--- config.mk ---
export PLATFORM = sky130hd
export DESIGN_NAME = lsps_core
export DESIGN_NICKNAME = d
export VERILOG_FILES = /design/src/core/lsps_pkg.sv /design/src/core/lsps_core.sv
export SDC_FILE = /design/constraint.sdc
export NUM_CORES = 2
export LEC_CHECK = 0
export BUFFER_PORTS_ARGS = -buffer_cell sky130_fd_sc_hd__buf_4
export CORE_ASPECT_RATIO = 1.4
export CORE_UTILIZATION = 40
export DETAILED_ROUTE_END_ITERATION = 16
export GPL_ROUTABILITY_DRIVEN = 0
export SYNTH_ARGS = -nofsm -noshare
export SYNTH_HDL_FRONTEND = slang
export SYNTH_SLANG_ARGS = --single-unit
export TNS_END_PERCENT = 10
--- constraint.sdc ---
create_clock -name pclk -period 25.7 [get_ports pclk]
set_clock_uncertainty 0.05 [all_clocks]
set_input_delay 3.855 -clock pclk [delete_from_list [all_inputs] [get_ports pclk]]
set_output_delay 3.855 -clock pclk [all_outputs]
set_load 0.02 [all_outputs]
--- src/core/lsps_pkg.sv ---
package lsps_pkg;

  typedef struct packed {
    logic [7:0] data;
    logic       ck;
    logic       fs;
    logic       ssf;
    logic       ssd;
  } lsps_cp_in_t;

  typedef struct packed {
    logic [7:0] data;
    logic       ck;
    logic       fs;
    logic       ssf;
  } lsps_cp_out_t;

  typedef struct packed {
    logic [3:0] req;
    logic [3:0] chan;
    logic [3:0] bridge;
    logic       arch_n;
  } lsps_aps_t;

  typedef struct packed {
    logic [1:0] null_mode;
    logic [3:0] null_ch;
    logic       sd_prio;
    logic       sf_prio;
    logic       spare_en;
    logic       revert;
    logic       bidir;
    logic       arch_1p1;
  } lsps_ctrl_t;

  typedef enum logic [2:0] {
    ST_IDLE     = 3'h0,
    ST_SWITCHED = 3'h1,
    ST_WTR      = 3'h3,
    ST_HOLD     = 3'h2,
    ST_LOCK     = 3'h6
  } lsps_state_t;

  localparam logic [7:0]  ADDR_CTRL     = 8'h00;
  localparam logic [7:0]  ADDR_CMD      = 8'h04;
  localparam logic [7:0]  ADDR_WTR      = 8'h08;
  localparam logic [7:0]  ADDR_STATUS   = 8'h0C;
  localparam logic [7:0]  ADDR_EVCNT    = 8'h10;
  localparam logic [7:0]  ADDR_DURCNT   = 8'h14;
  localparam logic [7:0]  ADDR_INTSTAT  = 8'h18;
  localparam logic [7:0]  ADDR_INTMASK  = 8'h1C;

  localparam logic [11:0] CTRL_RST      = 12'h005;
  localparam logic [9:0]  WTR_RST       = 10'h12C;
  localparam logic [9:0]  WTR_MAX_S     = 10'h2D0;

  localparam logic [2:0]  CMD_CLR       = 3'h0;
  localparam logic [2:0]  CMD_LO        = 3'h1;
  localparam logic [2:0]  CMD_FS        = 3'h2;
  localparam logic [2:0]  CMD_MS        = 3'h3;
  localparam logic [2:0]  CMD_EXER      = 3'h4;

  localparam logic [3:0]  REQ_NR        = 4'h0;
  localparam logic [3:0]  REQ_DNR       = 4'h1;
  localparam logic [3:0]  REQ_EXER      = 4'h4;
  localparam logic [3:0]  REQ_WTR       = 4'h6;
  localparam logic [3:0]  REQ_MS        = 4'h8;
  localparam logic [3:0]  REQ_SD_LO     = 4'h9;
  localparam logic [3:0]  REQ_SD        = 4'hA;
  localparam logic [3:0]  REQ_SF_LO     = 4'hB;
  localparam logic [3:0]  REQ_SF        = 4'hC;
  localparam logic [3:0]  REQ_FS        = 4'hD;
  localparam logic [3:0]  REQ_SFP       = 4'hE;
  localparam logic [3:0]  REQ_LO        = 4'hF;

  localparam logic [1:0]  NULL_ONES     = 2'h0;
  localparam logic [1:0]  NULL_NORMAL   = 2'h1;
  localparam logic [1:0]  NULL_TEST     = 2'h2;

  localparam int          INT_SWITCH    = 0;
  localparam int          INT_FOP       = 1;
  localparam int          INT_WTR       = 2;
  localparam int          INT_W         = 3;

  localparam int          CLK_KHZ       = 100000;
  localparam int          TICK_TIME_MS  = 1000;
  localparam int          FOP_TIME_MS   = 50;
  localparam int          TICK_CYC_DEF  = TICK_TIME_MS * CLK_KHZ;
  localparam int          FOP_CYC_DEF   = FOP_TIME_MS * CLK_KHZ;

endpackage

--- src/core/lsps_core.sv ---
`timescale 1ns/1ps
module lsps_core #(
  parameter int N_CH     = 14,
  parameter int TICK_CYC = lsps_pkg::TICK_CYC_DEF,
  parameter int FOP_CYC  = lsps_pkg::FOP_CYC_DEF
) (
  input  wire logic                               pclk,
  input  wire logic                               presetn,
  input  wire logic                               clk_en,
  input  wire logic                               psel,
  input  wire logic                               penable,
  input  wire logic                               pwrite,
  input  wire logic [7:0]                         paddr,
  input  wire logic [31:0]                        pwdata,
  output logic [31:0]                             prdata,
  output logic                                    pready,
  output logic                                    pslverr,
  output logic                                    irq,
  input  wire lsps_pkg::lsps_cp_in_t [N_CH-1:0]   work_in,
  input  wire lsps_pkg::lsps_cp_in_t [N_CH-1:0]   norm_in,
  input  wire lsps_pkg::lsps_cp_in_t              prot_in,
  input  wire lsps_pkg::lsps_cp_in_t              xtra_in,
  input  wire logic [12:0]                        aps_rx,
  output lsps_pkg::lsps_cp_out_t [N_CH-1:0]       norm_out,
  output lsps_pkg::lsps_cp_out_t [N_CH-1:0]       work_out,
  output lsps_pkg::lsps_cp_out_t                  prot_out,
  output lsps_pkg::lsps_cp_out_t                  xtra_out,
  output logic [12:0]                             aps_tx,
  output logic                                    protocol_failure_flag
);

  localparam int NIN  = 2 * N_CH + 2;
  localparam int IP   = 2 * N_CH;
  localparam int IX   = 2 * N_CH + 1;
  localparam int INT_W_L = lsps_pkg::INT_W;

  lsps_pkg::lsps_cp_in_t  in_all [NIN];
  lsps_pkg::lsps_cp_in_t  s1_reg [NIN];
  lsps_pkg::lsps_cp_in_t  s2_reg [NIN];
  lsps_pkg::lsps_cp_in_t  cap_reg [NIN];
  logic                   ckd_reg [NIN];
  logic [12:0]            aps_s1_reg;
  logic [12:0]            aps_s2_reg;
  logic [12:0]            aps_s3_reg;
  lsps_pkg::lsps_aps_t    aps_rx_reg;
  lsps_pkg::lsps_ctrl_t   ctrl_reg;
  logic [2:0]             cmd_code_reg;
  logic [3:0]             cmd_ch_reg;
  logic [9:0]             wtr_period_reg;
  logic [3:0]             sel_reg;
  logic [3:0]             sel_next;
  logic [3:0]             req_next;
  logic [3:0]             req_ch;
  lsps_pkg::lsps_state_t  state_reg;
  lsps_pkg::lsps_state_t  state_next;
  logic [9:0]             wtr_cnt_reg;
  logic [31:0]            tick_cnt_reg;
  logic                   tick;
  logic [31:0]            fop_cnt_reg;
  logic                   fop_bad;
  logic [31:0]            ev_cnt_reg;
  logic [31:0]            dur_cnt_reg;
  logic [INT_W_L-1:0]     int_stat_reg;
  logic [INT_W_L-1:0]     int_mask_reg;
  logic [INT_W_L-1:0]     int_set;
  logic [7:0]             test_reg;
  logic [3:0]             nw;
  logic                   revert_eff;
  logic                   wr_en;
  logic [31:0]            rdata;
  lsps_pkg::lsps_aps_t    aps_tx_reg;

  // Gather all ingress points into one array
  for (genvar k = 0; k < N_CH; k++)
  begin : g_map
    assign in_all[k]        = work_in[k];
    assign in_all[N_CH + k] = norm_in[k];
  end
  assign in_all[IP] = prot_in;
  assign in_all[IX] = xtra_in;

  // Two-stage sync then capture on the sampled link clock edge
  for (genvar k = 0; k < NIN; k++)
  begin : g_sync
    always_ff @(posedge pclk or negedge presetn)
    begin
      if (!presetn)
      begin
        s1_reg[k]  <= '0;
        s2_reg[k]  <= '0;
        cap_reg[k] <= '0;
        ckd_reg[k] <= 1'b0;
      end
      else if (clk_en)
      begin
        s1_reg[k]  <= in_all[k];
        s2_reg[k]  <= s1_reg[k];
        ckd_reg[k] <= s2_reg[k].ck;
        if (s2_reg[k].ck && !ckd_reg[k])
          cap_reg[k] <= s2_reg[k];
      end
    end
  end

  function automatic lsps_pkg::lsps_cp_out_t fwd(
    input lsps_pkg::lsps_cp_in_t c,
    input logic                  ck
  );
    fwd = '{data: c.data, ck: ck, fs: c.fs, ssf: c.ssf};
  endfunction

  // Received signalling word, taken when two samples agree
  always_ff @(posedge pclk or negedge presetn)
  begin
    if (!presetn)
    begin
      aps_s1_reg <= '0;
      aps_s2_reg <= '0;
      aps_s3_reg <= '0;
      aps_rx_reg <= '0;
    end
    else if (clk_en)
    begin
      aps_s1_reg <= aps_rx;
      aps_s2_reg <= aps_s1_reg;
      aps_s3_reg <= aps_s2_reg;
      if (aps_s3_reg == aps_s2_reg)
        aps_rx_reg <= aps_s3_reg;
    end
  end

  assign nw         = ctrl_reg.arch_1p1 ? 4'h1 : 4'(N_CH);
  assign revert_eff = ctrl_reg.revert || !ctrl_reg.arch_1p1;

  // Request arbitration and selector decision
  always_comb
  begin
    logic [3:0] c;
    logic [3:0] cch;
    c        = lsps_pkg::REQ_NR;
    req_next = lsps_pkg::REQ_NR;
    req_ch   = 4'h0;
    cch      = ctrl_reg.arch_1p1 ? 4'h1 : cmd_ch_reg;
    for (int i = 0; i < N_CH; i++)
    begin
      if (4'(i) < nw)
      begin
        if (cap_reg[i].ssf)
          c = ctrl_reg.sf_prio ? lsps_pkg::REQ_SF : lsps_pkg::REQ_SF_LO;
        else if (cap_reg[i].ssd)
          c = ctrl_reg.sd_prio ? lsps_pkg::REQ_SD : lsps_pkg::REQ_SD_LO;
        else
          c = lsps_pkg::REQ_NR;
        if (c > req_next)
        begin
          req_next = c;
          req_ch   = 4'(i + 1);
        end
      end
    end
    if (cch != 4'h0 && cch <= nw)
    begin
      case (cmd_code_reg)
        lsps_pkg::CMD_FS:
          if (lsps_pkg::REQ_FS > req_next)
          begin
            req_next = lsps_pkg::REQ_FS;
            req_ch   = cch;
          end
        lsps_pkg::CMD_MS:
          if (lsps_pkg::REQ_MS > req_next)
          begin
            req_next = lsps_pkg::REQ_MS;
            req_ch   = cch;
          end
        lsps_pkg::CMD_EXER:
          if (lsps_pkg::REQ_EXER > req_next)
          begin
            req_next = lsps_pkg::REQ_EXER;
            req_ch   = cch;
          end
        default:
          req_next = req_next;
      endcase
    end
    if (ctrl_reg.bidir && aps_rx_reg.req > req_next &&
        aps_rx_reg.chan != 4'h0 && aps_rx_reg.chan <= nw)
    begin
      req_next = aps_rx_reg.req;
      req_ch   = aps_rx_reg.chan;
    end
    if (req_next < lsps_pkg::REQ_WTR && sel_reg != 4'h0 &&
        req_next != lsps_pkg::REQ_EXER)
    begin
      if (!revert_eff)
        req_next = lsps_pkg::REQ_DNR;
      else if (state_reg != lsps_pkg::ST_WTR || wtr_cnt_reg != 10'h000)
        req_next = lsps_pkg::REQ_WTR;
      req_ch = (req_next == lsps_pkg::REQ_NR) ? 4'h0 : sel_reg;
    end
    if (cmd_code_reg == lsps_pkg::CMD_LO)
    begin
      req_next = lsps_pkg::REQ_LO;
      req_ch   = 4'h0;
    end
    else if (cap_reg[IP].ssf)
    begin
      req_next = lsps_pkg::REQ_SFP;
      req_ch   = 4'h0;
    end
    // Only real requests move the selector, so config writes do not
    sel_next = (req_next >= lsps_pkg::REQ_WTR &&
                req_next != lsps_pkg::REQ_SFP &&
                req_next != lsps_pkg::REQ_LO) ||
               req_next == lsps_pkg::REQ_DNR ? req_ch : 4'h0;
    case (req_next)
      lsps_pkg::REQ_LO,
      lsps_pkg::REQ_SFP: state_next = lsps_pkg::ST_LOCK;
      lsps_pkg::REQ_WTR: state_next = lsps_pkg::ST_WTR;
      lsps_pkg::REQ_DNR: state_next = lsps_pkg::ST_HOLD;
      default:
        state_next = (sel_next != 4'h0) ? lsps_pkg::ST_SWITCHED
                                        : lsps_pkg::ST_IDLE;
    endcase
  end

  // Selector and state update in a single cycle, no hold-off
  always_ff @(posedge pclk or negedge presetn)
  begin
    if (!presetn)
    begin
      sel_reg    <= 4'h0;
      state_reg  <= lsps_pkg::ST_IDLE;
      aps_tx_reg <= '0;
    end
    else if (clk_en)
    begin
      sel_reg    <= sel_next;
      state_reg  <= state_next;
      aps_tx_reg <= '{req: req_next, chan: req_ch, bridge: sel_next,
                      arch_n: !ctrl_reg.arch_1p1};
    end
  end
  assign aps_tx = aps_tx_reg;

  // One second tick and wait-to-restore timer
  assign tick = (tick_cnt_reg == 32'(TICK_CYC - 1));
  always_ff @(posedge pclk or negedge presetn)
  begin
    if (!presetn)
    begin
      tick_cnt_reg <= 32'h0000_0000;
      wtr_cnt_reg  <= 10'h000;
    end
    else if (clk_en)
    begin
      tick_cnt_reg <= tick ? 32'h0000_0000 : tick_cnt_reg + 32'h0000_0001;
      if (state_next != lsps_pkg::ST_WTR)
        wtr_cnt_reg <= (wtr_period_reg > lsps_pkg::WTR_MAX_S) ?
                       lsps_pkg::WTR_MAX_S : wtr_period_reg;
      else if (state_reg == lsps_pkg::ST_WTR && tick &&
               wtr_cnt_reg != 10'h000)
        wtr_cnt_reg <= wtr_cnt_reg - 10'h001;
    end
  end

  // Protocol failure: bad channel or far bridge mismatch, either held too long
  assign fop_bad = (aps_rx_reg.chan > nw) ||
                   (ctrl_reg.bidir && sel_reg != 4'h0 &&
                    aps_rx_reg.bridge != sel_reg);
  always_ff @(posedge pclk or negedge presetn)
  begin
    if (!presetn)
    begin
      fop_cnt_reg           <= 32'h0000_0000;
      protocol_failure_flag <= 1'b0;
    end
    else if (clk_en)
    begin
      fop_cnt_reg <= fop_bad ? ((fop_cnt_reg == 32'(FOP_CYC)) ? fop_cnt_reg
                     : fop_cnt_reg + 32'h0000_0001) : 32'h0000_0000;
      protocol_failure_flag <= fop_bad &&
                               (fop_cnt_reg == 32'(FOP_CYC));
    end
  end

  // Switch event and duration counters
  always_ff @(posedge pclk or negedge presetn)
  begin
    if (!presetn)
    begin
      ev_cnt_reg  <= 32'h0000_0000;
      dur_cnt_reg <= 32'h0000_0000;
    end
    else if (clk_en)
    begin
      if (sel_next != sel_reg && sel_next != 4'h0)
        ev_cnt_reg <= ev_cnt_reg + 32'h0000_0001;
      if (sel_reg != 4'h0 && tick)
        dur_cnt_reg <= dur_cnt_reg + 32'h0000_0001;
    end
  end

  // Data paths, all outputs registered
  always_ff @(posedge pclk or negedge presetn)
  begin
    if (!presetn)
    begin
      norm_out <= '0;
      work_out <= '0;
      prot_out <= '0;
      xtra_out <= '0;
      test_reg <= 8'h00;
    end
    else if (clk_en)
    begin
      for (int i = 0; i < N_CH; i++)
      begin
        work_out[i] <= fwd(cap_reg[N_CH + i], ckd_reg[N_CH + i]);
        if (sel_reg == 4'(i + 1))
          norm_out[i] <= fwd(cap_reg[IP], ckd_reg[IP]);
        else
          norm_out[i] <= fwd(cap_reg[i], ckd_reg[i]);
      end
      if (s2_reg[IX].ck && !ckd_reg[IX])
        test_reg <= {test_reg[6:0], test_reg[7] ~^ test_reg[5]};
      if (ctrl_reg.arch_1p1)
        prot_out <= fwd(cap_reg[N_CH], ckd_reg[N_CH]);
      else if (sel_reg != 4'h0)
        prot_out <= fwd(cap_reg[N_CH + int'(sel_reg) - 1],
                        ckd_reg[N_CH + int'(sel_reg) - 1]);
      else if (ctrl_reg.spare_en)
        prot_out <= fwd(cap_reg[IX], ckd_reg[IX]);
      else
        case (ctrl_reg.null_mode)
          lsps_pkg::NULL_NORMAL:
            prot_out <= (ctrl_reg.null_ch < 4'(N_CH)) ?
              fwd(cap_reg[N_CH + int'(ctrl_reg.null_ch)],
                  ckd_reg[N_CH + int'(ctrl_reg.null_ch)]) :
              fwd(cap_reg[N_CH], ckd_reg[N_CH]);
          lsps_pkg::NULL_TEST:
            prot_out <= '{data: test_reg, ck: ckd_reg[IX],
                          fs: cap_reg[IX].fs, ssf: 1'b0};
          default:
            prot_out <= '{data: 8'hFF, ck: ckd_reg[IX],
                          fs: cap_reg[IX].fs, ssf: 1'b0};
        endcase
      if (sel_reg != 4'h0)
        xtra_out <= '{data: 8'hFF, ck: ckd_reg[IP],
                      fs: cap_reg[IP].fs, ssf: 1'b1};
      else
        xtra_out <= fwd(cap_reg[IP], ckd_reg[IP]);
    end
  end

  // APB slave, wait states only while clk_en is low
  assign wr_en   = psel && penable && pwrite && clk_en;
  assign pready  = clk_en;
  assign pslverr = psel && penable && (paddr[1:0] != 2'b00 ||
                   paddr > lsps_pkg::ADDR_INTMASK);
  assign int_set = {state_reg == lsps_pkg::ST_WTR &&
                    state_next != lsps_pkg::ST_WTR,
                    fop_bad && fop_cnt_reg == 32'(FOP_CYC) &&
                    !protocol_failure_flag,
                    sel_next != sel_reg && sel_next != 4'h0};
  assign irq     = |(int_stat_reg & int_mask_reg);

  always_ff @(posedge pclk or negedge presetn)
  begin
    if (!presetn)
    begin
      ctrl_reg       <= lsps_pkg::CTRL_RST;
      cmd_code_reg   <= lsps_pkg::CMD_CLR;
      cmd_ch_reg     <= 4'h0;
      wtr_period_reg <= lsps_pkg::WTR_RST;
      int_mask_reg   <= '0;
    end
    else if (wr_en && !pslverr)
    begin
      case (paddr)
        lsps_pkg::ADDR_CTRL:    ctrl_reg <= pwdata[11:0];
        lsps_pkg::ADDR_CMD:
        begin
          cmd_code_reg <= pwdata[2:0];
          cmd_ch_reg   <= pwdata[7:4];
        end
        lsps_pkg::ADDR_WTR:     wtr_period_reg <= pwdata[9:0];
        lsps_pkg::ADDR_INTMASK: int_mask_reg <= pwdata[INT_W_L-1:0];
        default:                int_mask_reg <= int_mask_reg;
      endcase
    end
  end

  // Sticky status: a new event wins over a write-one clear
  always_ff @(posedge pclk or negedge presetn)
  begin
    if (!presetn)
      int_stat_reg <= '0;
    else if (clk_en)
    begin
      if (wr_en && !pslverr && paddr == lsps_pkg::ADDR_INTSTAT)
        int_stat_reg <= (int_stat_reg & ~pwdata[INT_W_L-1:0]) | int_set;
      else
        int_stat_reg <= int_stat_reg | int_set;
    end
  end

  always_comb
  begin
    case (paddr)
      lsps_pkg::ADDR_CTRL:    rdata = {20'h0_0000, ctrl_reg};
      lsps_pkg::ADDR_CMD:     rdata = {24'h00_0000, cmd_ch_reg, 1'b0,
                                       cmd_code_reg};
      lsps_pkg::ADDR_WTR:     rdata = {22'h00_0000, wtr_period_reg};
      lsps_pkg::ADDR_STATUS:  rdata = {3'h0, aps_rx_reg, 7'h00,
                                       protocol_failure_flag, 1'b0,
                                       state_reg, sel_reg};
      lsps_pkg::ADDR_EVCNT:   rdata = ev_cnt_reg;
      lsps_pkg::ADDR_DURCNT:  rdata = dur_cnt_reg;
      lsps_pkg::ADDR_INTSTAT: rdata = {29'h0000_0000, int_stat_reg};
      lsps_pkg::ADDR_INTMASK: rdata = {29'h0000_0000, int_mask_reg};
      default:                rdata = 32'h0000_0000;
    endcase
  end

  always_ff @(posedge pclk or negedge presetn)
  begin
    if (!presetn)
      prdata <= 32'h0000_0000;
    else if (clk_en && psel && !penable)
      prdata <= pslverr ? 32'h0000_0000 : rdata;
  end
endmodule

==> summary.md <==
| Metric | Value |
|---|---|
| Fin crit period | `between 20 and 25 ns` |
| Final Max Slew Viols | `0` |
| Max FO, Critical Path | `13` |
| Hold Fails Final Rpt | `0` |
| Layout area overhead | `19.73%` |
| Worst Hold Launch | `ev_cnt_reg[31]$_DFFE_PN0P_` |
| Crit. Startpoint | `cap_reg[349]$_DFFE_PN0P_` |
| Most area-hungry cell type in the Yosys netlist | `dfrtp_1` |
| Tightest Pin Transition | `1.234 ns` |
| Worst Hold Class | `flop to flop` |
| Crit. End Element | `flop` |
| Async SR Flop Fraction | `1.000` |
| DRT Pass-1 Iters | `7` |
| # Max-Cap Violations | `0` |
| Netlist cell types | `117` |
| Max incr delay on CP | `~0.61 ns` |
| Syn nets | `6207` |
| Nets | `6888` |
| Clock latency on the worst-skew pair | `0.82 ns` |
| Vert. Die Dim | `between 500 and 600 µm` |
| Maximum root-to-sink buffer count | `3` |
| Slowest CP cell | `or4_4` |
| Fillers | `16472` |
| Synth Register Bits | `between 1500 and 2000` |
| CP startpoint kind | `flop` |
| Final setup viols | `0` |
| Initial DRC count | `4183` |
| Yosys warns | `0` |
| R2R Path End | `ev_cnt_reg[7]$_DFFE_PN0P_` |
| Worst Setup Path Type | `flop to flop` |
| DRT antenna net count | `0` |
| Synthesized cell area | `0.07427 mm²` |
| Arrival @ worst endpoint | `roughly 25 ns` |
| PnR worst setup slack | `between 1 and 1.5 ns` |
| Final core utilization | `0.4837` |
| Post-placement cell area | `0.08256 mm²` |
| Vias/cell | `5.584` |
| Ports | `798` |
| CTS H-tree lvls | `4` |
| Critical Path Most Common Cell | `ha_1` |
| EDFF count, synth | `0` |
| Reg2reg setup slack | `1.18 ns` |
| Final Instance Area | `0.08892 mm²` |
| Total GRT Usage | `0.2585` |
| Post-synth top flop | `dfrtp_1` |
| Hold Path Depth | `1` |
| Die ar. | `0.1874 mm²` |
| Initial antenna violation count | `39` |
| Grt total ovfl | `0` |
| Critical Path RT | `26.33 ns` |
| Reg-to-reg startpoint | `cap_reg[349]$_DFFE_PN0P_` |
| Row Count | `186` |
| Post-synth top area share | `0.5519` |
| Detailed Place HPWL | `around 180 mm` |
| CTS tree | `built` |
| CTS root buffer | `clkbuf_16` |
| Top cells by area, synth | `dfrtp_1 55%, mux2_2 20%, mux4_2 3.6%, mux2i_1 2.6%, nor2_1 1.9%` |
| Layout cells sized above 1 | `0.4107` |
| Worst-case reg-to-reg path depth | `117` |
| WL per Instance | `27.19 µm` |
| WL final | `244.9 mm` |
| Max_slew headroom | `0.1712` |
| Dpl ws | `-0.2102 ns` |
| Achievable Freq | `40.78 MHz` |
| Seq/Total Area, Yosys | `0.5540` |
| Outcome | `finished clean` |
| WHS Endpoint | `ev_cnt_reg[31]$_DFFE_PN0P_` |
| Synthesized instance count | `around 5700` |
| Final Cycle Share | `0.9542` |
| Hold WS | `0.4212 ns` |
| Largest net degree at the start of global routing | `between 200 and 250` |
| Storage element area | `0.04116 mm²` |
| Avg Inst Size Synth | `12.95 µm²` |
| DRC | `0` |
| PortBufs | `761` |
| Starting density of the core | `0.4040` |
| CTS Buf Count | `165` |
| Area of the core | `between 0.15 and 0.2 mm²` |
| Area taken by multi-input logic gates | `0.03188 mm²` |
| Sink Count | `1644` |
| First-pass GRT wire length | `roughly 360 mm` |
| Hold-fix buffers at CTS | `0` |
| Vias | `50311` |
| Die Width | `about 370 µm` |
| CTS clock-pin slew for the worst setup and hold paths | `0.07 ns` |
| Vias in the first global route | `between 50000 and 60000` |
[critical path: cells and delay by family, from the launching register on]
kind	cells	cell delay, ns
compound gates	50	11.09
simple gates	33	5.78
fa+ha+maj	14	3.71
mux	5	1.59
buf+inv	14	1.58
flops	1	0.40
xor+xnor	1	0.14
[through the flow]
stage / cells / TNS, ns
detailed placement: 8676 / -4.295
CTS: 8985 / 0
global placement: 8676 / 0
finish: 9010 / 0
floorplan: 5737 / 0
global route: 9003 / -1.492
[placed cells by master, fill, tap and decap left out, drive strengths merged, types with 88 or more instances in the layout]
cell type,count
xor2,88
nor2,376
mux2,1290
a21oi,282
nand2,289
o21ai,140
mux4,118
mux2i,196
dfrtp,1638
buf,880
clkbuf,237
[worst max path at each step]
stage | to | slack, ns | depth (start not counted)
6_report | ev_cnt_reg[7]$_DFFE_PN0P_ | 1.18 | 117
5_1_grt | ev_cnt_reg[18]$_DFFE_PN0P_ | -0.12 | 120
3_5_place_dp | ev_cnt_reg[17]$_DFFE_PN0P_ | -0.21 | 117
3_3_place_gp | ev_cnt_reg[16]$_DFFE_PN0P_ | 0.23 | 115
2_1_floorplan | ev_cnt_reg[1]$_DFFE_PN0P_ | 2.68 | 117
4_1_cts | ev_cnt_reg[3]$_DFFE_PN0P_ | 0.07 | 121
[synth_stat cells (8+ instances only)]
master	n
inv_1	57
a22oi_1	14
o22a_1	8
and2_1	29
nor3_1	59
xor2_1	88
clkbuf_1	299
a222oi_1	16
nor2_1	373
mux2i_1	196
a211oi_1	32
or2_2	16
o211ai_1	16
and4_1	12
nand2b_1	17
nand3_1	82
nor2b_1	34
nor4_1	16
nand3b_1	37
a31oi_1	35
nand2_1	288
buf_2	22
and3_1	40
ha_1	51
buf_1	36
a21o_1	16
xnor2_1	64
or3_1	20
o21ai_1	10
o21ai_0	129
mux2_2	1287
a221oi_1	21
o31ai_1	15
o22ai_1	13
mux4_2	118
a21oi_1	278
nand4_1	46
dfrtp_1	1638
[cell type report]
class,count,area share
timing repair buffer,880,0.07555
multi-input combinational,3670,0.3585
inverter,57,0.002406
clock inverter,69,0.01158
sequential,1644,0.4629
clock buffer,237,0.05440
antenna,9,0.0002533
tap,2444,0.03439
[timing repair]
| action | 4_1_cts | 5_1_grt |
|---|---|---|
| pin swaps | 2 | 15 |
| cloned | 1 | 0 |
| buffers inserted | 2 | 16 |
| setup endpoints to repair | 34 | 59 |
| resized for setup | 6 | 53 |
| hold endpoints to repair | 0 | 0 |
[cell families (layout without fill, tap and decap cells)]
family                   Yosys count  in the layout  synth area share
adder cells (fa/ha/maj)           51             51          0.008592
multiplexers                    1604           1604            0.2579
AND/OR/NAND/NOR                 1111           1111           0.07167
other                              0              9                 0
flip-flops                      1644           1644            0.5540
AO/OA/AOI/OAI                    751            752           0.06745
buffers and inverters            424           1243           0.02246
XOR/XNOR                         152            152           0.01792
[per-layer routing]
layer	global-route usage	wire length [µm]
met1	0.3266	98880
met3	0.07843	20390
met4	0.08443	8355
met5	0	256
met2	0.4219	117100
Power is left out: the tool's default activity adds up to more than one toggle a clock period on the data nets, which glitch-free logic cannot reach.
